`src/common/pcc_consts.vh`:
```
// Constants for the pulse counter pull-up and threshold configuration block.
// Assumes inclusion by the design files only; holds definitions alone.
`ifndef PCC_CONSTS_VH
`define PCC_CONSTS_VH

// Register addresses on the special function register port.
`define PCC_ADDR_PULLUP 8'hd7
`define PCC_ADDR_THRESH 8'he4

// Reset values.
`define PCC_RST_PULLUP 8'h44
`define PCC_RST_THRESH 8'h01

// Pull-up configuration field positions.
`define PCC_PU_CAL_START 7
`define PCC_PU_CAL_OUTCOME 6
`define PCC_PU_CAL_SEL 5
`define PCC_PU_STR_HI 4
`define PCC_PU_STR_LO 2

// Threshold configuration field positions.
`define PCC_TH_HI_MSB 7
`define PCC_TH_HI_LSB 6
`define PCC_TH_LO_MSB 5
`define PCC_TH_LO_LSB 4
`define PCC_TH_GROUND 3
`define PCC_TH_PULLUP 2
`define PCC_TH_READ_OK 0

// Writable bits of the threshold register; bit 1 is reserved.
`define PCC_TH_WMASK 8'hfc

// Pattern loaded into the low five bits when calibration fails.
`define PCC_CAL_FAIL 5'h11

// Strength code that disables the pull-up.
`define PCC_STR_OFF 3'h0

// Settle time per calibration trial step.
`define PCC_CAL_STEP_NS 1000
`define PCC_CLK_NS 100
`define PCC_CAL_STEP_CYC ((`PCC_CAL_STEP_NS + `PCC_CLK_NS - 1) / `PCC_CLK_NS)

`endif

```
`src/hw/pcc_cfg.v`:
```
// Pull-up, threshold and read-valid configuration for a two-input pulse counter.
// Assumes an 8-bit register port on the system clock and comparator outputs from the pins.
`timescale 1ns/1ps
`include "pcc_consts.vh"
module pcc_cfg #(
	parameter DUTY_PERIOD = 64
) (
	input wire i_clk,
	input wire i_rst,
	input wire [7:0] i_addr,
	input wire i_wr,
	input wire i_rd,
	input wire [7:0] i_wdata,
	input wire i_rt_rd,
	input wire i_rt_changed,
	input wire i_rt_lo_rd,
	input wire [15:0] i_ctr_mid_hi,
	input wire [3:0] i_rate_eighths,
	input wire i_cmp_a,
	input wire i_cmp_b,
	output reg [7:0] o_rdata,
	output reg [15:0] o_ctr_latch,
	output reg [2:0] o_pullup_strength,
	output reg o_pullup_on,
	output reg o_force_ground,
	output reg [1:0] o_high_threshold_sel,
	output reg [1:0] o_low_threshold_sel,
	output reg o_cal_input_select,
	output reg o_cal_busy
);
	localparam ST_IDLE = 2'h0;
	localparam ST_TRY = 2'h1;
	localparam ST_WAIT = 2'h2;
	// Settle count is worked out as an integer, then cut to the wait counter width.
	localparam integer STEP_CYC_N = `PCC_CAL_STEP_CYC;
	localparam [3:0] STEP_CYC = STEP_CYC_N[3:0];
	localparam [7:0] TH_WMASK = `PCC_TH_WMASK;

	reg [7:0] pu_q;
	reg [7:0] th_q;
	reg [1:0] st_q;
	reg [3:0] wait_q;
	reg [2:0] try_q;
	reg cmp_a_m_q;
	reg cmp_a_q;
	reg cmp_b_m_q;
	reg cmp_b_q;
	wire duty_on;
	wire cal_in;
	wire wr_pu;
	wire wr_th;

	assign wr_pu = i_wr && (i_addr == `PCC_ADDR_PULLUP);
	assign wr_th = i_wr && (i_addr == `PCC_ADDR_THRESH);
	assign cal_in = pu_q[`PCC_PU_CAL_SEL] ? cmp_b_q : cmp_a_q;

	// Next trial strength; skips the unused 110 code.
	function [2:0] next_str;
		input [2:0] s;
		begin
			next_str = (s == 3'h5) ? 3'h7 : s + 3'h1;
		end
	endfunction

	pcc_duty_gen #(
		.PERIOD(DUTY_PERIOD)
	) u_duty (
		.i_clk(i_clk),
		.i_rst(i_rst),
		.i_duty_sel(pu_q[1:0]),
		.i_rate_eighths(i_rate_eighths),
		.o_on(duty_on)
	);

	////////////////////////////////////////////////////////////////////////////////
	// Comparator pins come from the pad domain, so each passes two flops.
	always @(posedge i_clk) begin
		if (i_rst) begin
			cmp_a_m_q <= 1'b0;
			cmp_a_q <= 1'b0;
			cmp_b_m_q <= 1'b0;
			cmp_b_q <= 1'b0;
		end else begin
			cmp_a_m_q <= i_cmp_a;
			cmp_a_q <= cmp_a_m_q;
			cmp_b_m_q <= i_cmp_b;
			cmp_b_q <= cmp_b_m_q;
		end
	end

	////////////////////////////////////////////////////////////////////////////////
	// Pull-up register and calibration search. Writes are ignored while busy so
	// firmware cannot disturb the strength under trial.
	always @(posedge i_clk) begin
		if (i_rst) begin
			pu_q <= `PCC_RST_PULLUP;
			st_q <= ST_IDLE;
			wait_q <= 4'h0;
			try_q <= 3'h0;
		end else begin
			case (st_q)
			ST_IDLE: begin
				if (wr_pu) begin
					pu_q[5:0] <= i_wdata[5:0];
					if (i_wdata[`PCC_PU_CAL_START]) begin
						pu_q[`PCC_PU_CAL_START] <= 1'b1;
						try_q <= 3'h1;
						wait_q <= STEP_CYC;
						st_q <= ST_TRY;
					end
				end
			end
			ST_TRY: begin
				// Hold the trial strength long enough for the input to settle.
				if (wait_q != 4'h0) begin
					wait_q <= wait_q - 4'h1;
				end else begin
					st_q <= ST_WAIT;
				end
			end
			ST_WAIT: begin
				if (cal_in) begin
					pu_q[`PCC_PU_CAL_OUTCOME] <= 1'b1;
					pu_q[4:0] <= {try_q, pu_q[1:0]};
					pu_q[`PCC_PU_CAL_START] <= 1'b0;
					st_q <= ST_IDLE;
				end else if (try_q == 3'h7) begin
					// A closed switch keeps the input low at every strength.
					pu_q[`PCC_PU_CAL_OUTCOME] <= 1'b0;
					pu_q[4:0] <= `PCC_CAL_FAIL;
					pu_q[`PCC_PU_CAL_START] <= 1'b0;
					st_q <= ST_IDLE;
				end else begin
					try_q <= next_str(try_q);
					wait_q <= STEP_CYC;
					st_q <= ST_TRY;
				end
			end
			default: st_q <= ST_IDLE;
			endcase
		end
	end

	////////////////////////////////////////////////////////////////////////////////
	// Threshold register with the read-valid flag. A failed real-time read
	// clears the flag; reading the flag restores it, but a failure in the same
	// cycle wins so it is never lost.
	always @(posedge i_clk) begin
		if (i_rst) begin
			th_q <= `PCC_RST_THRESH;
		end else begin
			if (wr_th) begin
				th_q[7:2] <= i_wdata[7:2] & TH_WMASK[7:2];
			end
			if (i_rt_rd && i_rt_changed) begin
				th_q[`PCC_TH_READ_OK] <= 1'b0;
			end else if (i_rt_rd) begin
				th_q[`PCC_TH_READ_OK] <= 1'b1;
			end else if (i_rd && i_addr == `PCC_ADDR_THRESH) begin
				th_q[`PCC_TH_READ_OK] <= 1'b1;
			end
			th_q[1] <= 1'b0;
		end
	end

	////////////////////////////////////////////////////////////////////////////////
	// Counter upper bytes are frozen on the low-byte read for a coherent pair.
	always @(posedge i_clk) begin
		if (i_rst) begin
			o_ctr_latch <= 16'h0000;
		end else if (i_rt_lo_rd) begin
			o_ctr_latch <= i_ctr_mid_hi;
		end
	end

	////////////////////////////////////////////////////////////////////////////////
	// Read data, registered; unmapped addresses return zero.
	always @(posedge i_clk) begin
		if (i_rst) begin
			o_rdata <= 8'h00;
		end else if (i_addr == `PCC_ADDR_PULLUP) begin
			o_rdata <= pu_q;
		end else if (i_addr == `PCC_ADDR_THRESH) begin
			o_rdata <= th_q;
		end else begin
			o_rdata <= 8'h00;
		end
	end

	////////////////////////////////////////////////////////////////////////////////
	// Pad controls. Ground overrides any pull-up; during calibration the trial
	// strength is driven continuously.
	always @(posedge i_clk) begin
		if (i_rst) begin
			o_pullup_strength <= `PCC_STR_OFF;
			o_pullup_on <= 1'b0;
			o_force_ground <= 1'b0;
			o_high_threshold_sel <= 2'h0;
			o_low_threshold_sel <= 2'h0;
			o_cal_input_select <= 1'b0;
			o_cal_busy <= 1'b0;
		end else begin
			o_force_ground <= th_q[`PCC_TH_GROUND];
			o_cal_busy <= (st_q != ST_IDLE);
			o_cal_input_select <= pu_q[`PCC_PU_CAL_SEL];
			o_high_threshold_sel <= th_q[`PCC_TH_HI_MSB:`PCC_TH_HI_LSB];
			o_low_threshold_sel <= th_q[`PCC_TH_LO_MSB:`PCC_TH_LO_LSB];
			if (st_q != ST_IDLE) begin
				o_pullup_strength <= try_q;
				o_pullup_on <= ~th_q[`PCC_TH_GROUND];
			end else begin
				o_pullup_strength <= pu_q[`PCC_PU_STR_HI:`PCC_PU_STR_LO];
				if (th_q[`PCC_TH_GROUND]) begin
					o_pullup_on <= 1'b0;
				end else if (th_q[`PCC_TH_PULLUP]) begin
					o_pullup_on <= 1'b1;
				end else begin
					o_pullup_on <= duty_on;
				end
			end
		end
	end
endmodule

```
`src/hw/pcc_duty_gen.v`:
```
// Pull-up duty-cycle gate: applies the pull-up for a fraction of each sample period.
// Assumes a sample-rate fraction in eighths; the sample period comes from its own free-running counter.
`timescale 1ns/1ps
module pcc_duty_gen #(
	parameter PERIOD = 64
) (
	input wire i_clk,
	input wire i_rst,
	input wire [1:0] i_duty_sel,
	input wire [3:0] i_rate_eighths,
	output reg o_on
);
	reg [6:0] cnt_q;
	reg [13:0] on_len;

	// Pull-up fraction in eighths is 2, 3, 4 or 6, multiplied by the sample-rate fraction.
	always @* begin
		case (i_duty_sel)
		2'h0: on_len = 14'h2 * i_rate_eighths;
		2'h1: on_len = 14'h3 * i_rate_eighths;
		2'h2: on_len = 14'h4 * i_rate_eighths;
		default: on_len = 14'h6 * i_rate_eighths;
		endcase
	end

	// Free-running period counter; output high while count is under the product share.
	always @(posedge i_clk) begin
		if (i_rst) begin
			cnt_q <= 7'h00;
			o_on <= 1'b0;
		end else begin
			cnt_q <= (cnt_q == PERIOD - 1) ? 7'h00 : cnt_q + 7'h01;
			o_on <= ({7'h00, cnt_q} * 14'h40) < (on_len * PERIOD);
		end
	end
endmodule

```
`config.mk`:
```
export PLATFORM = sky130hd
export DESIGN_NAME = pcc_cfg
export DESIGN_NICKNAME = d
export VERILOG_FILES = /design/src/hw/pcc_cfg.v /design/src/hw/pcc_duty_gen.v
export VERILOG_INCLUDE_DIRS = /design/src /design/src/common
export SDC_FILE = /design/constraint.sdc
export NUM_CORES = 1
export LEC_CHECK = 0
export BUFFER_PORTS_ARGS = -buffer_cell sky130_fd_sc_hd__buf_2
export CAP_MARGIN = 20
export CORE_MARGIN = 5
export CORE_UTILIZATION = 30
export DETAILED_ROUTE_END_ITERATION = 8
export GPL_ROUTABILITY_DRIVEN = 0
export PLACE_DENSITY = 0.5
export SLEW_MARGIN = 20
export SYNTH_ARGS = -nofsm -noshare
export SYNTH_HDL_FRONTEND = slang
export SYNTH_SLANG_ARGS = --single-unit
```
`constraint.sdc`:
```
create_clock -name i_clk -period 1.9 [get_ports i_clk]
set_input_delay 0.095 -clock i_clk [delete_from_list [all_inputs] [get_ports i_clk]]
set_output_delay 0.095 -clock i_clk [all_outputs]
set_load 0.05 [all_outputs]
```
# Word level (Yosys, flattened, before mapping)
# Index checks and enable logic that the tools add are counted.
dict set report word_totals {
  register_bits 72
  output_inout_bits 35
  in_bits 45
  word_cells 109
}
dict set report op_classes {
  n_bitwise 1
  eq_ne 17
  magnitude_cmp 1
  mux 38
  addsub 3
  mul 2
  reduce_logical 21
}
# operator n
set op_table {}
lappend op_table {{7-bit one-hot mux with 3 select lines} 1}
lappend op_table {{4-bit two-way mux} 5}
lappend op_table {{3-bit two-way mux} 6}
lappend op_table {{8-bit equality test, second input constant} 2}
lappend op_table {{8-bit two-way mux} 2}
lappend op_table {{5-bit two-way mux} 3}
lappend op_table {{2-bit inequality test, second input constant} 7}
lappend op_table {{13-bit less-than comparator} 1}
lappend op_table {{2-bit by 4-bit multiplier with 6-bit output, first input constant} 2}
lappend op_table {{2-bit two-way mux} 6}
lappend op_table {{4-bit one-hot mux with 3 select lines} 1}
lappend op_table {{1-bit two-way mux} 10}
lappend op_table {{5-bit one-hot mux with 2 select lines} 1}
lappend op_table {{4-bit AND reduction} 2}
lappend op_table {{7-bit by 1-bit adder with 7-bit output, second input constant} 1}
lappend op_table {{7-bit by 6-bit equality test with 1-bit output, second input constant} 1}
lappend op_table {{3-bit equality test, second input constant} 2}
lappend op_table {{2-bit one-hot mux with 3 select lines} 1}
lappend op_table {{3-bit one-hot mux with 2 select lines} 1}
lappend op_table {{3-bit AND reduction} 2}
lappend op_table {{6-bit AND reduction} 1}
lappend op_table {{2-bit nonzero test} 3}
lappend op_table {{3-bit nonzero test} 2}
lappend op_table {{5-bit AND reduction} 1}
lappend op_table {{other kinds (12)} 19}

# Longest topological paths before layout
dict set report logic_depth {
  word_depth 5
  depth_mapped 10
  depth_no_buf 10
}

# Cells and area by module
# Synthesis repeated with hierarchy kept, for this count alone.
dict set report hier_totals {
  hier_cells 326
  hier_area_um2 3179.3
}
# mod cells_per_inst area_per_inst_um2 n_inst
set by_module_without_submodules {}
lappend by_module_without_submodules {pcc_cfg 249 2462.4 1}
lappend by_module_without_submodules {pcc_duty_gen 77 716.9 1}

# Worst setup path before layout
# Ideal clock, no wire load.
dict set report synth_path {
  path_kind {input to register}
  startpoint {input i_rate_eighths[0]}
  endpoint {register u_duty.o_on}
  path_stages 9
  path_buffers 0
  setup_slack_ns 0.054
  arrival_time_ns 1.724
  setup_time_ns 0.122
  required_time_ns 1.778
  cell_sequence {ha_1 fa_1 xnor2_1 mux2i_1 mux2_2 ha_1 o211ai_1 a21oi_1 o21ai_0}
}
dict set report synth_via {
  elab_chain_cells 3
}
# item line_no
set synth_lines {}
lappend synth_lines {{start, declared} pcc_cfg.v:18} ;# input wire [3:0] i_rate_eighths,
lappend synth_lines {{2-bit by 4-bit multiplier with 6-bit output} {pcc_duty_gen.v:20, pcc_duty_gen.v:22}}
lappend synth_lines {{7-bit one-hot mux with 3 select lines (*)} pcc_duty_gen.v:18} ;# case (i_duty_sel)
lappend synth_lines {{13-bit less-than comparator (*)} pcc_duty_gen.v:33} ;# o_on <= ({7'h00, cnt_q} * 14'h40) < (on_len * PERIOD);
lappend synth_lines {{end signal, assigned} pcc_duty_gen.v:33}
lappend synth_lines {{end, declared} pcc_duty_gen.v:11} ;# output reg o_on
# Every way passes the cells marked *; elsewhere a longest branch is shown, timed or not.
# A chain may end at the register's enable or synchronous reset.

# Final worst setup path
# Ends and elaborated chain as after synthesis.

==> summary.txt <==
Yosys
  • Synthesized area: approximately 0.003 mm2
  • #FFs+latches synth: 71
  • Most used flip-flop cell after synthesis: dfxtp_1
  • Synth top area cells: dfxtp_1 (47%), mux2i_1 (7.5%), ha_1 (6.6%)
  • Post-synth cell types: 55
  • Net Count, Synth: 384
  • Cell taking the most area after synthesis: dfxtp_1
  • Most numerous cell in the Yosys netlist: dfxtp_1
  • Commonest cells post-synth: dfxtp_1 (71), nor2_1 (47), mux2i_1 (23)
  • EDFF count, synth: 0
  • Asr flop ratio synth: 0%
  • Share of the synthesized area in the top cell type: 46.6%
  • Register area share after synthesis: a little under half
  • Synthesized area per cell: 9.48 um2
  • Synthesis warning total: 0
  • Post-Syn Instances: 322

STA
  • Unrepaired setup endpoints after global routing: no
  • Final setup vio count: 0
  • Fin crit period: roughly 1700 ps
  • Final Skew: 5.76 ps
  • Fin. max-slew vios: 0
  • Fin crit share: 91.3%
  • Peak Freq: 576 MHz
  • Least-Margin Pin Slew: 503 ps
  • Hold slack: 19.1 ps
  • Worst slew margin: between 60 and 70%
  • Final worst slack: between 150 and 200 ps
  • Count of final hold-check violations: 0

Power
  • Power Density: approximately 760 mW/mm2
  • P_leak: 1.79 nW
  • Peak VDD IR: 338 uV

Worst setup path
  • Most used cell, CP: ha_1
  • Worst path arrival time: slightly below 2000 ps
  • Slowest cell delay on critical path: 410 ps
  • Crit path max-delay family: adder cells
  • Crit. End Element: flip-flop
  • Worst-path cell chain: buf_2, ha_1, fa_1, xnor2_1, mux2i_1, mux2_2, ha_1, o211ai_1, a21oi_1, o21ai_0
  • Internal reg-to-reg setup slack: 280 ps
  • WP buf/inv: 1
  • Reg2reg path depth: 7
  • Worst setup path class: in -> reg
  • CP Depth: 10
  • Crit path required time: 2120 ps
  • Startpoint types: primary input
  • CP Max Fanout: 2
  • Slowest-stage cell, CP: fa_1

Clock network
  • Clk slew on worst S/H paths: 80 ps
  • CTS root buffer: clkbuf_8
  • CTS tree: built
  • CTS Buf Count: 9
  • Clk buf depth: 2
  • TritonCTS Sinks: 71
  • Clk_lat worst skew: 340 ps
  • # Post-CTS Setup Buffers: 0
  • Htree depth: 3

Drt
  • Mean routed wirelength per cell: 13.3 um
  • First DRT Iteration DRCs: 157
  • Detailed Routing Iterations Pass 1: 4
  • Max layer used: met4
  • Met2 routed WL: 3500 um
  • DR DRC count: 0
  • Routed Antenna Nets: 0
  • Vias per inst: 4.63
  • Met3 WL: 367 um
  • M1 WL: between 3000 and 4000 um
  • Via count: 2,620
  • Final WL: roughly 7500 um

Place
  • Area of placed instances: 0.00363 mm2
  • IO Port Bufs: 79
  • Post-DP HPWL: 5580 um
  • DP Worst Slack: -190 ps

Floorplanning
  • Total die area: 0.0123 mm2
  • Core ar.: 0.00986 mm2
  • Die Ht: 111 um
  • IO Count: 80
  • Die width: 111 um
  • Initial Utilization: 30.9%
  • Placement row count: 36

GRT
  • Pin count of the biggest net entering global routing: 25
  • Initial antenna violation count: 0
  • First-pass GRT wire length: 12,900 um
  • Grt ovf: 0
  • Vias in the first global route: 2,621
  • Global Route Usage Sum: 12.7%

Hold path
  • Hold Crit Depth: 3
  • Worst min-delay path category: in -> reg

Finish
  • # diodes: 0
  • Fraction of layout cells with a size suffix above 1: 26.6%
  • Nets@finish: 490
  • Final Cell Area: 0.00403 mm2
  • Area grow syn2layout: 32.1%

Run status
  • Status: finished, final reports clean

Run
  • Max-cap viol count: 0
## registers in the layout, summed over array words and instances, names as in the netlist, 3 cells and up
name,flops
o_ctr_latch,16
o_rdata,8
pu_q,8
th_q,7
u_duty.cnt_q,7
wait_q,4
o_pullup_strength,3
try_q,3
## metal layers
layer,up-vias,track usage (%)
met5,-,0
met4,0,5.01
met3,10,3.11
met2,56,20.3
met1,1202,16.4
li1,1352,-
## worst paths after layout
kind / startpoint / endpoint
worst max-delay path: i_rate_eighths[0] / u_duty.o_on
worst min-delay path: i_ctr_mid_hi[13] / o_ctr_latch[13]
worst max register to register: pu_q[0] / u_duty.o_on
worst min register to register: cmp_b_m_q / cmp_b_q
## worst reg2reg max path, delay by kind of cell, from the launching register on
family	cells	cell delay (ps)
flip-flops	1	400
adder cells (fa/ha/maj)	1	290
AO/OA/AOI/OAI	3	280
multiplexers	1	270
XOR/XNOR	1	170
AND/OR/NAND/NOR	1	100
## cell usage in the layout, fill, tap and decap left out, drive strengths merged, types with 3 or more instances in the layout
cell type and count:
o21ai 10, xnor2 4, nand2b 3, nor4 3, nor2 48, ha 16
buf 89, nand3 11, clkbuf 9, a31oi 4, o21a 3, and2 3
and3 3, a22oi 7, a21oi 15, nor3 13, nor2b 10, dfxtp 71
nand2 16, inv 9, dlygate4sd3 21, clkinvlp 3, mux2 3, mux2i 23
## metrics by stage
stage / util, % / cells / TNS [ps] / power (W)
floorplan: - / 322 / 0 / 0.00177
global placement: 36.8 / 529 / -167 / 0.00188
detailed placement: 36.8 / 529 / -190 / 0.00188
CTS: 40.9 / 566 / 0 / 0.00312
global route: 40.9 / 566 / 0 / 0.00321
finish: 40.9 / 566 / 0 / 0.00307
## final cells by class
| type | instances | area (um2) |
|---|---|---|
| clock buffer | 9 | 124 |
| clock inverter | 7 | 71.3 |
| fill | 1000 | 5830 |
| inverter | 8 | 30.0 |
| multi-input combinational | 228 | 1540 |
| sequential | 71 | 1420 |
| tap | 133 | 166 |
| timing repair buffer | 110 | 681 |
## cells by family after synthesis
logic type      synth area share (%)
compound gates                  12.4
buf+inv                         3.03
simple gates                    20.3
flops                           46.6
xor+xnor                        1.72
fa+ha+maj                       7.22
mux                             8.77
## timing repair
item	in CTS	in global routing
setup endpoints to repair	0	1
hold endpoints to repair	20	0
hold buffers	21	0
resized for setup	0	1
## power breakdown
group / leakage, nW / total (W) / internal, W / switching (W)
clock: 0.0916 / 0.00119 / 0.000606 / 0.000584
sequential: 0.578 / 0.00154 / 0.00152 / 0.0000188
combinational: 1.12 / 0.000338 / 0.000140 / 0.000198
No activity file was read; power rests on OpenSTA's default activity.
